`src/csc_pkg.sv`:
```
// Constants and types for the clock switchover control block
package csc_pkg;

   localparam logic [7:0] SFR_ADDR_CTRL = 8'h80;
   localparam logic [7:0] CTRL_RESET    = 8'h00;

   localparam int BIT_METER_SEL = 7;
   localparam int BIT_QUICK_EN  = 6;
   localparam int BIT_QUICK_FB  = 5;
   localparam int BIT_METER_GT  = 4;
   localparam int BIT_DISP_GT   = 3;
   localparam int BIT_SLEEP_HI  = 2;
   localparam int BIT_SLEEP_LO  = 1;
   localparam int BIT_CPU_SEL   = 0;

   localparam logic [1:0] SLEEP_CODE_DEEP = 2'h2;
   localparam logic [1:0] SLEEP_CODE_NONE = 2'h0;

   localparam int CORE_PERIOD_NS = 8;
   localparam int OSC_FREQ_HZ    = 32768;
   // One oscillator period, longest time, so rounded down
   localparam int SWITCH_CYCLES  = 1000000000 / (OSC_FREQ_HZ * CORE_PERIOD_NS);
   localparam int SWITCH_CNT_W   = 12;

   typedef enum logic [2:0] {
      PWR_RUN   = 3'b001,
      PWR_SLEEP = 3'b010,
      PWR_DEEP  = 3'b100
   } csc_pwr_t;

endpackage

```
`src/csc_clock_switch.sv`:
```
// Clock switchover control register and clock gating logic
//
// Overview of operation
// - Bit7 picks metering clock source, reads actual.
// - Bit0 picks CPU clock source, reads actual.
// - Quick-enable writes ignored while fallback set.
// - Quick-enable starts 3.2768 MHz PLL for CPU.
// - Quick-enable locks clocks; clearing keeps source.
// - Fallback selects oscillator, stops PLL, CPU clock.
// - Fallback without power-good enters Sleep only.
// - Fallback with power-good never forces Sleep.
// - Metering gate bit stops metering clock.
// - Display gate works only when both on PLL.
// - Sleep codes 11/01 enter Sleep from oscillator without power-good.
// - Sleep code 10 enters Deep Sleep without power-good.
// - Wakeup resumes execution without any reset.
// - Wakeup clears only sleep and quick bits.
// - Reset and wakeup clear quick bits.
// - PLL-to-oscillator switch takes one oscillator cycle.
// - Lost PLL falls to 32768 Hz, select stays.
// - Quick mode blocks CPU select, holds 3.2768 MHz.
`timescale 1ns/10ps
module csc_clock_switch (
   input  wire logic       core_clk,
   input  wire logic       srst,
   input  wire logic [7:0] sfr_addr,
   input  wire logic       sfr_wr,
   input  wire logic       sfr_rd,
   input  wire logic [7:0] sfr_wdata,
   output logic      [7:0] sfr_rdata,
   input  wire logic       power_good_status,
   input  wire logic       wakeup_event,
   input  wire logic       pll_running,
   output logic            cpu_clock_run,
   output logic            auxiliary_clock_run,
   output logic            cpu_clock_pll,
   output logic            metering_clock_pll,
   output logic            metering_clock_run,
   output logic            display_clock_run,
   output logic            pll_quick_on,
   output logic            pll_force_off,
   output logic            pll_slow_fallback,
   output logic            analog_write_block,
   output logic            sleep_active,
   output logic            deep_sleep_active
);

   localparam logic [csc_pkg::SWITCH_CNT_W-1:0] SWITCH_LOAD =
      csc_pkg::SWITCH_CNT_W'(csc_pkg::SWITCH_CYCLES);

   initial
   begin
      if (csc_pkg::SWITCH_CYCLES < 1 || csc_pkg::SWITCH_CYCLES >= (1 << csc_pkg::SWITCH_CNT_W))
      begin
         $error("csc_clock_switch: switch count does not fit its counter");
      end
   end

   logic [2:0] sync_q;
   logic       pg_s;
   logic       wake_s;
   logic       pll_ok_s;

   csc_sync #(
      .WIDTH (3)
   ) u_sync (
      .core_clk (core_clk),
      .srst     (srst),
      .async_in ({power_good_status, wakeup_event, pll_running}),
      .sync_out (sync_q)
   );

   assign pg_s     = sync_q[2];
   assign wake_s   = sync_q[1];
   assign pll_ok_s = sync_q[0];

   logic                             meter_src;
   logic                             cpu_src;
   logic                             quick_en;
   logic                             quick_fb;
   logic                             meter_gate;
   logic                             disp_gate;
   logic                             sleep_hi;
   logic                             sleep_lo;
   logic                             wake_prev;
   logic [csc_pkg::SWITCH_CNT_W-1:0] meter_cnt;
   logic [csc_pkg::SWITCH_CNT_W-1:0] cpu_cnt;
   csc_pkg::csc_pwr_t                pwr;
   logic [csc_pkg::SWITCH_CNT_W-1:0] block_age;
   logic [csc_pkg::SWITCH_CNT_W-1:0] next_block_age;

   logic                             next_meter_src;
   logic                             next_cpu_src;
   logic                             next_quick_en;
   logic                             next_quick_fb;
   logic                             next_meter_gate;
   logic                             next_disp_gate;
   logic                             next_sleep_hi;
   logic                             next_sleep_lo;
   logic [csc_pkg::SWITCH_CNT_W-1:0] next_meter_cnt;
   logic [csc_pkg::SWITCH_CNT_W-1:0] next_cpu_cnt;
   csc_pkg::csc_pwr_t                next_pwr;
   logic [7:0]                       next_rdata;
   logic                             next_locked;
   logic                             next_cpu_eff;

   logic                             wr_hit;
   logic                             locked;
   logic                             cpu_eff;
   logic                             wake_rise;

   // Quick enable in force only while fallback is clear
   function automatic logic quick_lock(input logic en, input logic fb);
      return en & ~fb;
   endfunction

   assign wr_hit    = sfr_wr && (sfr_addr == csc_pkg::SFR_ADDR_CTRL);
   assign locked    = quick_lock(quick_en, quick_fb);
   assign cpu_eff   = cpu_src | locked;
   assign wake_rise = wake_s & ~wake_prev;

   always_comb
   begin
      next_meter_src  = meter_src;
      next_cpu_src    = cpu_src;
      next_quick_en   = quick_en;
      next_quick_fb   = quick_fb;
      next_meter_gate = meter_gate;
      next_disp_gate  = disp_gate;
      next_sleep_hi   = sleep_hi;
      next_sleep_lo   = sleep_lo;
      next_meter_cnt  = meter_cnt;
      next_cpu_cnt    = cpu_cnt;
      next_pwr        = pwr;

      if (meter_cnt != '0)
      begin
         next_meter_cnt = meter_cnt - 1'b1;
         if (meter_cnt == 1)
         begin
            next_meter_src = 1'b0;
         end
      end
      if (cpu_cnt != '0)
      begin
         next_cpu_cnt = cpu_cnt - 1'b1;
         if (cpu_cnt == 1)
         begin
            next_cpu_src = 1'b0;
         end
      end

      if (wake_rise)
      begin
         next_sleep_hi = 1'b0;
         next_sleep_lo = 1'b0;
         next_quick_en = 1'b0;
         next_quick_fb = 1'b0;
         next_pwr      = csc_pkg::PWR_RUN;
      end

      if (wr_hit)
      begin
         if (!locked)
         begin
            if (sfr_wdata[csc_pkg::BIT_METER_SEL])
            begin
               next_meter_src = 1'b1;
               next_meter_cnt = '0;
            end
            else if (meter_src && meter_cnt == '0)
            begin
               next_meter_cnt = SWITCH_LOAD;
            end
         end
         if (!locked && !quick_fb)
         begin
            if (sfr_wdata[csc_pkg::BIT_CPU_SEL])
            begin
               next_cpu_src = 1'b1;
               next_cpu_cnt = '0;
            end
            else if (cpu_src && cpu_cnt == '0)
            begin
               next_cpu_cnt = SWITCH_LOAD;
            end
         end
         if (!quick_fb)
         begin
            next_quick_en = sfr_wdata[csc_pkg::BIT_QUICK_EN];
            if (quick_en && !sfr_wdata[csc_pkg::BIT_QUICK_EN])
            begin
               next_cpu_src = 1'b1;
               next_cpu_cnt = '0;
            end
         end
         next_quick_fb = sfr_wdata[csc_pkg::BIT_QUICK_FB];
         if (sfr_wdata[csc_pkg::BIT_QUICK_FB] && !quick_fb)
         begin
            next_cpu_src = 1'b0;
            next_cpu_cnt = '0;
            if (!pg_s)
            begin
               next_pwr = csc_pkg::PWR_SLEEP;
            end
         end
         next_meter_gate = sfr_wdata[csc_pkg::BIT_METER_GT];
         next_disp_gate  = sfr_wdata[csc_pkg::BIT_DISP_GT];
         next_sleep_hi   = sfr_wdata[csc_pkg::BIT_SLEEP_HI];
         next_sleep_lo   = sfr_wdata[csc_pkg::BIT_SLEEP_LO];
         if (sfr_wdata[csc_pkg::BIT_SLEEP_HI:csc_pkg::BIT_SLEEP_LO] != csc_pkg::SLEEP_CODE_NONE
             && !pg_s && !cpu_eff && cpu_cnt == '0 && !sfr_wdata[csc_pkg::BIT_QUICK_FB])
         begin
            if (sfr_wdata[csc_pkg::BIT_SLEEP_HI:csc_pkg::BIT_SLEEP_LO]
                == csc_pkg::SLEEP_CODE_DEEP)
            begin
               next_pwr = csc_pkg::PWR_DEEP;
            end
            else
            begin
               next_pwr = csc_pkg::PWR_SLEEP;
            end
         end
      end

      next_locked  = quick_lock(next_quick_en, next_quick_fb);
      next_cpu_eff = next_cpu_src | next_locked;

      next_rdata = 8'h00;
      if (sfr_rd && sfr_addr == csc_pkg::SFR_ADDR_CTRL)
      begin
         next_rdata = {meter_src, quick_en, quick_fb, meter_gate,
                       disp_gate, sleep_hi, sleep_lo, cpu_eff};
      end
   end

   always_ff @(posedge core_clk)
   begin
      if (srst)
      begin
         meter_src           <= csc_pkg::CTRL_RESET[csc_pkg::BIT_METER_SEL];
         quick_en            <= csc_pkg::CTRL_RESET[csc_pkg::BIT_QUICK_EN];
         quick_fb            <= csc_pkg::CTRL_RESET[csc_pkg::BIT_QUICK_FB];
         meter_gate          <= csc_pkg::CTRL_RESET[csc_pkg::BIT_METER_GT];
         disp_gate           <= csc_pkg::CTRL_RESET[csc_pkg::BIT_DISP_GT];
         sleep_hi            <= csc_pkg::CTRL_RESET[csc_pkg::BIT_SLEEP_HI];
         sleep_lo            <= csc_pkg::CTRL_RESET[csc_pkg::BIT_SLEEP_LO];
         cpu_src             <= csc_pkg::CTRL_RESET[csc_pkg::BIT_CPU_SEL];
         meter_cnt           <= '0;
         cpu_cnt             <= '0;
         pwr                 <= csc_pkg::PWR_RUN;
         wake_prev           <= 1'b0;
         sfr_rdata           <= 8'h00;
         cpu_clock_run       <= 1'b1;
         auxiliary_clock_run <= 1'b1;
         cpu_clock_pll       <= 1'b0;
         metering_clock_pll  <= 1'b0;
         metering_clock_run  <= 1'b1;
         display_clock_run   <= 1'b1;
         pll_quick_on        <= 1'b0;
         pll_force_off       <= 1'b0;
         pll_slow_fallback   <= 1'b0;
         analog_write_block  <= 1'b0;
         sleep_active        <= 1'b0;
         deep_sleep_active   <= 1'b0;
      end
      else
      begin
         meter_src           <= next_meter_src;
         quick_en            <= next_quick_en;
         quick_fb            <= next_quick_fb;
         meter_gate          <= next_meter_gate;
         disp_gate           <= next_disp_gate;
         sleep_hi            <= next_sleep_hi;
         sleep_lo            <= next_sleep_lo;
         cpu_src             <= next_cpu_src;
         meter_cnt           <= next_meter_cnt;
         cpu_cnt             <= next_cpu_cnt;
         pwr                 <= next_pwr;
         wake_prev           <= wake_s;
         sfr_rdata           <= next_rdata;
         cpu_clock_run       <= (next_pwr == csc_pkg::PWR_RUN) && !next_quick_fb;
         auxiliary_clock_run <= (next_pwr == csc_pkg::PWR_RUN) && !next_quick_fb;
         cpu_clock_pll       <= next_cpu_eff;
         metering_clock_pll  <= next_meter_src;
         metering_clock_run  <= !next_meter_gate;
         display_clock_run   <= !(next_disp_gate && next_cpu_eff && next_meter_src);
         // quick PLL held at 3.2768 MHz
         pll_quick_on        <= next_locked;
         pll_force_off       <= next_quick_fb;
         // lost PLL drops to 32768 Hz
         pll_slow_fallback   <= !pll_ok_s && !next_quick_fb && (next_cpu_eff || next_meter_src);
         analog_write_block  <= (next_meter_cnt != '0) || (next_cpu_cnt != '0);
         sleep_active        <= next_pwr == csc_pkg::PWR_SLEEP;
         deep_sleep_active   <= next_pwr == csc_pkg::PWR_DEEP;
      end
   end

   // Cycles the analog write block has stood, saturating, for the switch-time check
   always_comb
   begin
      next_block_age = '0;
      if (analog_write_block && block_age != '1)
      begin
         next_block_age = block_age + 1'b1;
      end
      else if (analog_write_block)
      begin
         next_block_age = block_age;
      end
   end

   always_ff @(posedge core_clk)
   begin
      if (srst)
      begin
         block_age <= '0;
      end
      else
      begin
         block_age <= next_block_age;
      end
   end
endmodule // csc_clock_switch

```
`src/csc_sync.sv`:
```
// Two flip-flop synchroniser for asynchronous levels
`timescale 1ns/10ps
module csc_sync #(
   parameter int WIDTH = 1
) (
   input  wire logic             core_clk,
   input  wire logic             srst,
   input  wire logic [WIDTH-1:0] async_in,
   output logic      [WIDTH-1:0] sync_out
);

   logic [WIDTH-1:0] stage1;

   initial
   begin
      if (WIDTH < 1)
      begin
         $error("csc_sync: WIDTH must be at least 1");
      end
   end

   always_ff @(posedge core_clk)
   begin
      if (srst)
      begin
         stage1   <= '0;
         sync_out <= '0;
      end
      else
      begin
         stage1   <= async_in;
         sync_out <= stage1;
      end
   end

endmodule // csc_sync

```
`config.mk`:
```
export PLATFORM = sky130hd
export DESIGN_NAME = csc_clock_switch
export DESIGN_NICKNAME = d
export VERILOG_FILES = /design/src/csc_pkg.sv /design/src/csc_clock_switch.sv /design/src/csc_sync.sv
export SDC_FILE = /design/constraint.sdc
export NUM_CORES = 1
export LEC_CHECK = 0
export ABC_AREA = 1
export CORE_MARGIN = 2
export CORE_UTILIZATION = 38
export CTS_CLUSTER_DIAMETER = 100
export DETAILED_ROUTE_END_ITERATION = 6
export DONT_BUFFER_PORTS = 1
export SETUP_SLACK_MARGIN = 0.05
export SLEW_MARGIN = 20
export SYNTH_ARGS = -nofsm -noshare
export SYNTH_HDL_FRONTEND = slang
export SYNTH_SLANG_ARGS = --single-unit
```
`constraint.sdc`:
```
create_clock -name core_clk -period 2 [get_ports core_clk]
set_clock_uncertainty 0.15 [all_clocks]
set_input_delay 0.2 -clock core_clk [delete_from_list [all_inputs] [get_ports core_clk]]
set_output_delay 0.2 -clock core_clk [all_outputs]
set_load 0.05 [all_outputs]
```
==> run summary, run 1 <==
The worst slew margin relative to its limit came out at 65.0%. The floorplan step defined a die boundary enclosing 8420 µm². The average wire length per cell after detail routing is 12.1 µm. The synthesized netlist devotes 5.17% of its cell area to compound gates. In this run the core area contains 32 standard-cell rows. In this run, distinct cell masters in the synthesized netlist total 32.

The floorplan core area came out at 7610 µm². The class of the most critical setup path is reg -> reg. The clock tree synthesis step divided the H-tree into 3 levels. The share of total power in sequential cells is 26.3%. The achievable frequency came out at 0.516 GHz. The area share of the largest cell type after synthesis came out at 40.3%. The cell at the root of the clock tree is sky130_fd_sc_hd__clkbuf_8. In this run, synthesis produced a sequential element count of 59. Using the TritonRoute via totals, the vias-per-cell ratio works out to 4.71. The HPWL reported at the end of detailed placement is 4810 µm. The number of antenna diodes in the final layout is 0. The count of buffers inserted at the top-level ports came out at 0. The class of the tightest hold or removal check is in -> reg. The clock power share is 17.7%.

The wire length after detailed routing came out at 7020 µm. Power comes to 0.00629 W. The max-capacitance violation count is 0. The area fraction in and, or, nand and nor cells after synthesis came out at 39.4%. The count of final setup violators is 0. Compared with the post-synthesis result, the final layout area differs by 27.2%.

The fraction of layout cells with a size suffix above 1 is 19.8%. The first-pass GRT wire length is 11100 µm. The net count of the finished layout came out at 503. On the final layout, the worst hold slack is -0.218 ns. The number of cells produced by synthesis is 436. Summing the areas of all fa, ha and maj instances in the mapped netlist gives 2.56% of the synthesized area. The number of instances on the worst hold path came out at 1. In the post-synthesis netlist, the biggest area contributors are sky130_fd_sc_hd__dfxtp_1 40%, sky130_fd_sc_hd__nand2_1 13%, sky130_fd_sc_hd__nor2_1 12%, sky130_fd_sc_hd__nand3_1 7.5%, sky130_fd_sc_hd__inv_1 7.4%.

The startpoint kind of the worst setup timing path is a register. The chip width came out at 91.8 µm. In this run the most critical hold path is launched from srst. The highest fanout seen on the critical path came out at 7.

The number of antenna violations at the first check in global routing is 0. The signal on the critical path passes through inv_4 > ha_4 > nand2_4 > nor2_4 > nand2_4 > nor2_1 > nand3_1 > nand3_2 > nand2_1 > nor2_1 > nand3_1 > nor2_1 > nor2_1. Summed over all nets, the switching power comes to 0.00292 W. The total count of max-transition violations in the final report was 0. The maximum buffer depth of the clock tree came out at 2. The endpoint kind of the worst setup timing path is a register. Each instance of the synthesized netlist takes up on average 6.72 µm².

After filler insertion, the fill cell instance count of the layout stands at 775. Setup repair after global routing could not meet its margin everywhere. The vertical extent of the die is 91.8 µm.

The worst-skew pair later-pin latency is 0.33 ns. Tracing the worst setup path back leads to its startpoint at cpu_cnt[1]. The xor/xnor share of the synthesized area is 2.69%. The fraction of the yosys area taken by sequential cells came out at 40.3%. The count of TritonRoute iterations in the first routing pass is 4.

For this run the aggregate overflow at the end of global routing stands at 0. The portion of total power attributed to combinational logic came out at 55.9%. Summing all flip-flop and latch instances after layout gives 1190 µm². The CTS buffer count came out at 9.

The DRC marker count from the first detailed-route iteration came out at 121. Of all cell types, the one taking the most synthesized area is sky130_fd_sc_hd__dfxtp_1. The Yosys step of the flow raised 0 warnings.

Once the floorplan was initialized, standard cells occupied 38.5% of the core. Subtracting the final worst setup slack from the clock period gives 1.94 ns. The mux contribution to synthesized area is 0%. The startpoint identified for the worst register-to-register timing path is cpu_cnt[1]. Net switching is 46.4% of the power. The final reports fail on negative hold slack. The remaining antenna violation count after routing came out at 0. The largest net degree at the start of global routing came out at 47. The most frequent cell on the critical path is sky130_fd_sc_hd__nor2_1. The cell area power density is 1690 nW/µm².

The maximum VDD drop came out at 0.958 mV. The design internal power is 0.00338 W. The area of the multi-input gates came out at 1660 µm².

The clock transition at the register clock pins on the worst setup and hold paths after CTS is 0.07 ns. The leakage power of the design is 1.80 nW. The slowest stage of the critical path is the sky130_fd_sc_hd__dfxtp_2 cell. The mapped netlist covers 2930 µm². The final RePlAce weighted congestion is 0.900.

The data arrival time at the worst-slack endpoint is 2.02 ns. In the synthesized netlist the dominant register cell turns out to be sky130_fd_sc_hd__dfxtp_1. The total nets after synthesis came out at 465.

The sum of negative setup slack came out at 0 ns. At the end of the flow the core is filled with cells to 49.0%. Global routing consumed, over all layers together, 16.5% of the routing resources. The fraction of synthesis flops using an asynchronous set or reset pin is 0%. The number of synthesized flops with an enable pin came out at 0. The final count of hold timing violations is 32. The number of hold buffers added after cts came out at 18. The final critical-path share of the clock period is 97.0%. The flow ran to the end, but the final reports show violations. The number of global-route vias before repair is 2540. The number of cell instances on the worst register-to-register path is 13. The TritonCTS clock tree is yes. The number of vias after detailed routing came out at 2738. For this run, the slowest stage of the critical path takes 0.34 ns.

The boundary pin count came out at 43. By area, the combinational part of the netlist is dominated by simple AND/OR/NAND/NOR gates. The sink count of the clock tree is 59. In the routed design, unresolved DRC markers number 0.

For the pin with the worst max-slew slack, the measured transition is 0.525 ns. At the worst endpoint, the required time is 2.08 ns.
per-stage QoR:
stage	setup slack (ns)	area, µm²	cells
global route	-0.0576	3720	581
global placement	0.00829	3050	536
floorplan	0.120	2930	436
finish	0.0603	3720	581
detailed placement	-0.0469	3050	536
CTS	0.0505	3480	573
layout make-up:
| type | instances | share of cell area (%) |
|---|---|---|
| clock inverters | 6 | 1.95 |
| inverters | 60 | 6.25 |
| repair buffers | 35 | 8.26 |
| well taps | 102 | 3.43 |
| clock buffers | 10 | 3.69 |
| flip-flops and latches | 59 | 31.9 |
| multi-input cells | 309 | 44.5 |
synthesized netlist by cell type, types with 2 or more instances:
library cell / instances
sky130_fd_sc_hd__a21oi_1: 6
sky130_fd_sc_hd__nand2_1: 100
sky130_fd_sc_hd__o21ai_2: 3
sky130_fd_sc_hd__nor2_2: 4
sky130_fd_sc_hd__nor3_1: 3
sky130_fd_sc_hd__nor3_2: 2
sky130_fd_sc_hd__inv_1: 58
sky130_fd_sc_hd__o21ai_0: 9
sky130_fd_sc_hd__dfxtp_1: 59
sky130_fd_sc_hd__and2_1: 2
sky130_fd_sc_hd__xor2_1: 9
sky130_fd_sc_hd__nor2_1: 94
sky130_fd_sc_hd__buf_2: 2
sky130_fd_sc_hd__o21ai_1: 4
sky130_fd_sc_hd__nand3b_1: 2
sky130_fd_sc_hd__nand3_1: 44
sky130_fd_sc_hd__nand4_1: 5
sky130_fd_sc_hd__nor2_4: 3
sky130_fd_sc_hd__clkbuf_1: 5
sky130_fd_sc_hd__ha_1: 6
sky130_fd_sc_hd__nand2_2: 5
sequential cells by signal (all words and copies together) (netlist names), 3 cells and up:
register,cells
sfr_rdata,8
u_sync.sync_out,3
u_sync.stage1,3
cpu_cnt,12
pwr,3
meter_cnt,12
timing repair:
| action | CTS | global route |
|---|---|---|
| pin swaps | 1 | 22 |
| hold endpoints to repair | 51 | 32 |
| resized for setup | 4 | 54 |
| setup buffers | 2 | 7 |
| gates cloned | 1 | 1 |
| setup endpoints to repair | 4 | 8 |
layer usage:
| layer | up-vias | share of wire [%] | GRT usage, % |
|---|---|---|---|
| li1 | 1430 | - | - |
| met1 | 1245 | 44 | 19.1 |
| met2 | 59 | 49 | 28.0 |
| met3 | 4 | 6.3 | 6.49 |
| met4 | 0 | 0.80 | 4.98 |
| met5 | - | 0 | 0 |
power by group through the flow:
stage                     logic, W  registers [W]  clock network (W)
after global placement     0.00272        0.00162                  0
after floorplan            0.00228        0.00158                  0
after detailed placement   0.00274        0.00162                  0
final                      0.00352        0.00166            0.00112
after CTS                  0.00285        0.00160            0.00114
after global routing       0.00401        0.00169            0.00119
cells by family (layout without fill, tap and decap cells):
group / count (synthesis) / count (layout)
compound gates: 26 / 26
flops: 59 / 59
xor+xnor: 9 / 9
fa+ha+maj: 6 / 6
simple gates: 266 / 268
buf+inv: 70 / 111
critical path: cells and delay by family, from the launching register on:
kind / cells / cell delay [ns]
and+or+nand+nor: 11 / 1.12
DFF: 1 / 0.34
adders and majority gates: 1 / 0.14
buffers and inverters: 1 / 0.08
final timing paths:
kind,slack (ns),to
worst max register to register,0.06,analog_write_block
worst min register to register,0.28,sfr_rdata[2]
worst max-delay path,0.06,analog_write_block
worst min-delay path,-0.22,pll_quick_on
cells in the final DEF (no fill, tap or decap), types with 5 or more instances in the layout:
master                          Yosys  routed
sky130_fd_sc_hd__nand3_2            1       7
sky130_fd_sc_hd__nand4_1            5       5
sky130_fd_sc_hd__a21oi_1            6       6
sky130_fd_sc_hd__dlygate4sd3_1      0      18
sky130_fd_sc_hd__o21ai_0            9       9
sky130_fd_sc_hd__dfxtp_1           59      52
sky130_fd_sc_hd__clkbuf_8           1      10
sky130_fd_sc_hd__buf_4              1      17
sky130_fd_sc_hd__inv_1             58      53
sky130_fd_sc_hd__nand3_1           44      38
sky130_fd_sc_hd__nand2_4            1       6
sky130_fd_sc_hd__dfxtp_2            0       7
sky130_fd_sc_hd__nor2_1            94      86
sky130_fd_sc_hd__xor2_1             9       8
sky130_fd_sc_hd__nand2_2            5       9
sky130_fd_sc_hd__nor2_4             3      11
sky130_fd_sc_hd__nand2_1          100      93
Note: power is estimated with default switching activity, not from simulation.
==> inputs of run 2 (changes only) <==
--- a/config.mk
+++ b/config.mk
@@ -6,11 +6,12 @@
 export NUM_CORES = 1
 export LEC_CHECK = 0
 export ABC_AREA = 1
+export BUFFER_PORTS_ARGS = -buffer_cell sky130_fd_sc_hd__buf_2
 export CORE_MARGIN = 2
-export CORE_UTILIZATION = 38
+export CORE_UTILIZATION = 57
 export CTS_CLUSTER_DIAMETER = 100
 export DETAILED_ROUTE_END_ITERATION = 6
-export DONT_BUFFER_PORTS = 1
+export PLACE_DENSITY = 0.8
 export SETUP_SLACK_MARGIN = 0.05
 export SLEW_MARGIN = 20
 export SYNTH_ARGS = -nofsm -noshare
==> run summary, run 2 (same netlist as run 1, synthesis figures left out) <==
The tree is rooted in a sky130_fd_sc_hd__clkbuf_8. After the last flow step, the layout net total stands at 536. The floorplan core area is 5040 µm².

The startpoint kind of the worst setup timing path is a register. The number of vias after detailed routing is 2967. The highest fanout seen on the critical path came out at 5.

TritonCTS built the clock tree. The area used by sequential logic in the layout is 1190 µm². The boundary pin count is 43. The first-pass GRT wire length came out at 11300 µm. The slowest library cell on the worst path is sky130_fd_sc_hd__dfxtp_1. STA classifies the critical path endpoint as a register. Walking the worst path, the cells encountered are inv_2 > ha_4 > nand2_4 > nor2_4 > nand2_4 > buf_12 > nand2_1 > o21ai_2 > nand2_1 > nand2_1 > nor2_2 > nand3_2 > nor2_2 > nor2_1. The global-route congestion overflow total came out at 0.

The relative area change from synthesis to final layout is 27.6%. The cell area power density came out at 1660 nW/µm². Cells with a size suffix above 1 make up 26.6% of the layout. The DRC marker count from the first detailed-route iteration came out at 182. The transition time of the tightest slew-check pin came out at 0.493 ns.

The total count of max-transition violations in the final report is 0. The cell family with the largest share of critical-path delay is simple AND/OR/NAND/NOR gates. The largest net degree at the start of global routing is 46. The final layout contains routed wiring with a total length of 7120 µm. The final count of hold timing violations came out at 0.

The routed design could run at a clock period as short as 2.02 ns. The count of buffers inserted at the top-level ports is 42. The leakage power of the design came out at 1.89 nW. The maximum buffer depth of the clock tree came out at 2.

The chip width came out at 75.7 µm. The floorplan has 26 rows. In the final routed layout, each cell accounts on average for 12.2 µm.

For this design, the sink count on the clock tree is 59. The post-detailed-route DRC marker count came out at 0. The count of TritonRoute iterations in the first routing pass came out at 4. The area of the multi-input gates came out at 1590 µm². The number of antenna violations at the first check in global routing came out at 0. The number of clock buffers added by TritonCTS is 9.

The worst hold path begins at sfr_wdata[6]. The buffer and inverter count on the worst path is 2. In this run the worst hold path is classified as in -> reg.

The largest registers in the layout are cpu_cnt (12), meter_cnt (12), sfr_rdata (8). The critical path startpoint is cpu_cnt[1]. The run finished, with violations left. At the worst endpoint, the arrival time is 2.09 ns. For the worst setup path, the data required time is 2.07 ns. The achievable frequency is 0.495 GHz. The worst pin sits at a relative slew slack of 67.1%. VDD sags by at most 1.16 mV. The worst-skew pair later-pin latency came out at 0.35 ns. The ratio of routed vias to standard cells came out at 5.10. The vertical extent of the die is 75.7 µm.

The global routing usage summed across all routing layers is 26.2%. The starting utilization of the core area came out at 58.1%. The remaining antenna violation count after routing is 0. The final reports fail on negative setup slack. The final RePlAce weighted congestion is 0.970.

The number of antenna repair diodes is 0. The number of global-route vias before repair is 2656. The critical register-to-register path startpoint is cpu_cnt[1]. The max-capacitance violation count came out at 0. Timing analysis after detailed placement gives a worst setup slack of -0.119 ns. The H-tree level count came out at 3.

The die covers 5730 µm². The critical path in this run is classified as reg -> reg. On the final layout, the worst hold slack is 0.0947 ns.

The delay contributed by the slowest stage of the critical path is 0.33 ns. The setup slack after layout came out at -0.0214 ns. The most frequent cell on the critical path is sky130_fd_sc_hd__nand2_1. The count of final setup violators came out at 1. Setup repair after global routing could not meet its margin everywhere.

The number of fill cells in the layout came out at 391. Leaving out fill and tap cells, the most frequent cells in the layout are 92 x sky130_fd_sc_hd__nand2_1, 84 x sky130_fd_sc_hd__nor2_1, 54 x sky130_fd_sc_hd__inv_1, 54 x sky130_fd_sc_hd__dfxtp_1, 42 x sky130_fd_sc_hd__buf_2. The final critical-path share of the clock period came out at 101%. Leaving out fill and tap cells, the most frequent cell in the layout is sky130_fd_sc_hd__nand2_1.

Clock-pin slew was measured on the worst setup and hold paths at 0.08 ns. After legalization and detailed placement, the total HPWL measured 4750 µm.
[run 2: worst min-delay path, delay by kind of cell]
| family | cells | cell delay [ns] |
|---|---|---|
| simple gates | 1 | 0.03 |
| buf+inv | 3 | 0.22 |
| compound gates | 1 | 0.09 |
[run 2: path summary, 6_finish.rpt]
check,endpoint,slack (ns),cells past startpoint
hold / removal,quick_en,0.09,5
setup reg to reg,analog_write_block,-0.02,14
hold reg to reg,u_sync.sync_out[2],0.25,2
setup / recovery,analog_write_block,-0.02,14
[run 2: where the power goes]
group | switching (W) | leakage [nW] | total [W] | internal [W]
combinational | 0.00217 | 1.32 | 0.00355 | 0.00137
clock | 0.000551 | 0.0925 | 0.00102 | 0.000470
sequential | 0.000225 | 0.484 | 0.00164 | 0.00141
total | 0.00295 | 1.89 | 0.00620 | 0.00326
[run 2: cell type report]
type,count,area share [%]
Tap cell,70,2.34
Multi-Input combinational cell,307,42.6
Clock buffer,9,3.31
Inverter,60,6.13
Clock inverter,7,1.57
Sequential cell,59,31.8
Timing Repair Buffer,70,12.2
[run 2: per-layer routing]
metal,GRT usage (%),vias up,part of all wire [%]
met4,11.1,0,1.9
met3,7.28,14,5.5
met5,0,-,0
met1,32.2,1362,43
li1,-,1502,-
met2,43.3,89,49
[run 2: what timing repair did]
item                       CTS  global route
resized for setup           13            35
setup endpoints to repair    4             8
hold buffers                 8             0
pin swaps                    6            14
hold endpoints to repair    10             0
setup buffers                8             4
cloned                       0             0
[run 2: per-stage QoR]
| stage | utilization, % | std cells | total power [W] | setup TNS [ns] | area, µm² |
|---|---|---|---|---|---|
| after global placement | 63.9 | 546 | 0.00435 | -0.0993 | 3220 |
| after detailed placement | 63.9 | 546 | 0.00442 | -0.119 | 3220 |
| after CTS | 71.2 | 578 | 0.00573 | 0 | 3590 |
| after global routing | 74.1 | 582 | 0.00672 | -0.170 | 3740 |
| final | 74.1 | 582 | 0.00620 | -0.0214 | 3740 |
| after floorplan | - | 436 | 0.00386 | 0 | 2930 |
==> inputs of run 3 (changes only) <==
--- a/config.mk
+++ b/config.mk
@@ -12,6 +12,7 @@
 export CTS_CLUSTER_DIAMETER = 100
 export DETAILED_ROUTE_END_ITERATION = 6
 export PLACE_DENSITY = 0.8
+export RECOVER_POWER = 25
 export SETUP_SLACK_MARGIN = 0.05
 export SLEW_MARGIN = 20
 export SYNTH_ARGS = -nofsm -noshare
==> run summary, run 3 (same netlist as run 1, synthesis figures left out) <==
The run finished, with violations left. The final reports fail on negative setup slack. The global-route congestion overflow total came out at 0.

In this run the deepest clock path goes through 2 buffers. STA classifies the critical path endpoint as a register. At the worst endpoint, the required time is 2.07 ns. After routing, the total negative slack on setup checks comes to -0.0218 ns. The ratio of routed vias to standard cells is 5.09.

The global routing met2 resource utilization came out at 43.3%. The sink count of the clock tree came out at 59. STA classifies the critical path startpoint as a register. The full die area came out at 5730 µm². TritonCTS built the clock tree. The die is 75.7 µm wide. In this run the most used layer during global routing was met2. For this design the static power due to leakage is 1.85 nW. The DRC marker count from the first detailed-route iteration is 183. The cell sitting at the root of the clock tree is a sky130_fd_sc_hd__clkbuf_8. For the finished layout, the period the worst path requires is 2.02 ns. The global routing usage summed across all routing layers is 26.2%. The critical path is of the reg -> reg type. For the pin with the worst max-slew slack, the measured transition is 0.625 ns. The count of final setup violators is 1.

The largest net degree at the start of global routing came out at 46. The floorplan core area came out at 5040 µm². The largest registers in the layout are cpu_cnt (12), meter_cnt (12), sfr_rdata (8). In the layout the commonest cells are 92 x sky130_fd_sc_hd__nand2_1, 84 x sky130_fd_sc_hd__nor2_1, 54 x sky130_fd_sc_hd__inv_1, 54 x sky130_fd_sc_hd__dfxtp_1, 41 x sky130_fd_sc_hd__nand3_1.

The total count of max-transition violations in the final report came out at 0. The fraction of layout cells with a size suffix above 1 came out at 24.2%. The boundary pin count is 43. The data arrival time at the worst-slack endpoint came out at 2.09 ns.

In this run the vertical extent of the chip is 75.7 µm. The net count of the finished layout is 536. The count of standard-cell rows came out at 26.

The worst-skew pair later-pin latency came out at 0.36 ns. The tightest min-delay check is of the in -> reg type. The first-pass GRT wire length is 11300 µm. The worst path uses 101% of the clock period. The H-tree level count is 3. The highest fanout seen on the critical path is 5.

Setup repair after global routing could not meet its margin everywhere. For this run, the detailed router's first-pass iteration total came to 5. The wire length after detailed routing came out at 7130 µm. The cell area power density came out at 1670 nW/µm². The count of nets left with antenna violations once routing finished came out at 0.

The final design utilization is 73.8%. IR analysis of the VDD net gives a maximum drop of 1.16 mV. The average wire length per cell after detail routing is 12.2 µm. The max-capacitance violation count is 0. For this configuration, the core starts out at a cell density of 58.1%.

The most frequent standard cell in the layout excluding fill and tap cells is sky130_fd_sc_hd__nand2_1. The setup slack after layout is -0.0218 ns. The final count of hold timing violations came out at 0.

The HPWL reported at the end of detailed placement is 4750 µm. After clock tree synthesis, the clock-pin slew on the worst setup and hold paths is 0.09 ns. Based on the critical path, the design can be clocked at up to 0.495 GHz.

After detailed routing, the number of remaining DRC violations is 0. The global-route met1 utilization came out at 32.2%. The number of vias after detailed routing is 2964. The number of antenna violations at the first check in global routing came to 0. The count of buffers inserted at the top-level ports is 42. The worst slew margin relative to its limit is 58.5%. The number of fill cells in the layout is 397.

The minimum hold slack is 0.0955 ns. For met3 alone, demand over resource in global routing was 7.28%. The number of global-route vias before repair was 2656. The number of antenna repair diodes is 0. The CTS buffer count came out at 9. The final RePlAce weighted congestion is 0.970. The relative area change from synthesis to final layout is 27.1%.
run 3: cell types whose count changed in the layout (fill, tap and decap cells not counted):
cell | previous run | this run
sky130_fd_sc_hd__buf_2 | 42 | 30
sky130_fd_sc_hd__clkbuf_1 | 0 | 12
run 3: worst max-delay path: stages (launching register included):
cell	delay (ns)
sky130_fd_sc_hd__dfxtp_1	0.33
sky130_fd_sc_hd__inv_2	0.09
sky130_fd_sc_hd__ha_4	0.14
sky130_fd_sc_hd__nand2_4	0.05
sky130_fd_sc_hd__nor2_4	0.14
sky130_fd_sc_hd__nand2_4	0.10
sky130_fd_sc_hd__buf_12	0.14
sky130_fd_sc_hd__nand2_1	0.10
sky130_fd_sc_hd__o21ai_2	0.09
sky130_fd_sc_hd__nand2_1	0.10
sky130_fd_sc_hd__nand2_1	0.08
sky130_fd_sc_hd__nor2_2	0.10
sky130_fd_sc_hd__nand3_2	0.10
sky130_fd_sc_hd__nor2_2	0.12
sky130_fd_sc_hd__nor2_1	0.04
run 3: routing by layer:
layer	share of wire, %	vias to the layer above
met4	1.9	0
met3	5.2	14
met2	49	93
met1	44	1357
met5	0	-
li1	-	1500
run 3: report_power, final:
part / leakage, nW / switching (W) / internal, W
Sequential: 0.484 / 0.000226 / 0.00141
Clock: 0.0925 / 0.000555 / 0.000470
Combinational: 1.27 / 0.00217 / 0.00137
run 3: path summary, 6_finish.rpt:
check / slack (ns) / from / to / cells past startpoint
worst max-delay path: -0.02 / cpu_cnt[1] / analog_write_block / 14
worst min-delay path: 0.1 / sfr_wdata[6] / quick_en / 5
worst max register to register: -0.02 / cpu_cnt[1] / analog_write_block / 14
worst min register to register: 0.25 / u_sync.stage1[2] / u_sync.sync_out[2] / 2
run 3: repair_timing:
item / 4_1_cts / 5_1_grt
endpoints found under the setup margin: 4 / 8
endpoints found under the hold margin: 10 / 0
buffers inserted: 8 / 4
resized for setup: 13 / 35
pin swaps: 6 / 14
hold buffers: 8 / 0
run 3: area by class of cell:
type	instances	area, µm²	area share, %
multi-input combinational	307	1590	42.8
clock inverter	7	58.8	1.58
sequential	59	1190	32.0
clock buffer	9	124	3.33
tap	70	87.6	2.35
timing repair buffer	70	442	11.9
inverter	60	229	6.15
run 3: stage by stage:
| step | total power, W | worst slack (ns) | area (µm²) | cells |
|---|---|---|---|---|
| after global routing | 0.00672 | -0.133 | 3720 | 582 |
| after CTS | 0.00573 | 0.0575 | 3590 | 578 |
| after floorplan | 0.00386 | 0.120 | 2930 | 436 |
| final | 0.00621 | -0.0218 | 3720 | 582 |
| after detailed placement | 0.00442 | -0.119 | 3220 | 546 |
| after global placement | 0.00435 | -0.0993 | 3220 | 546 |
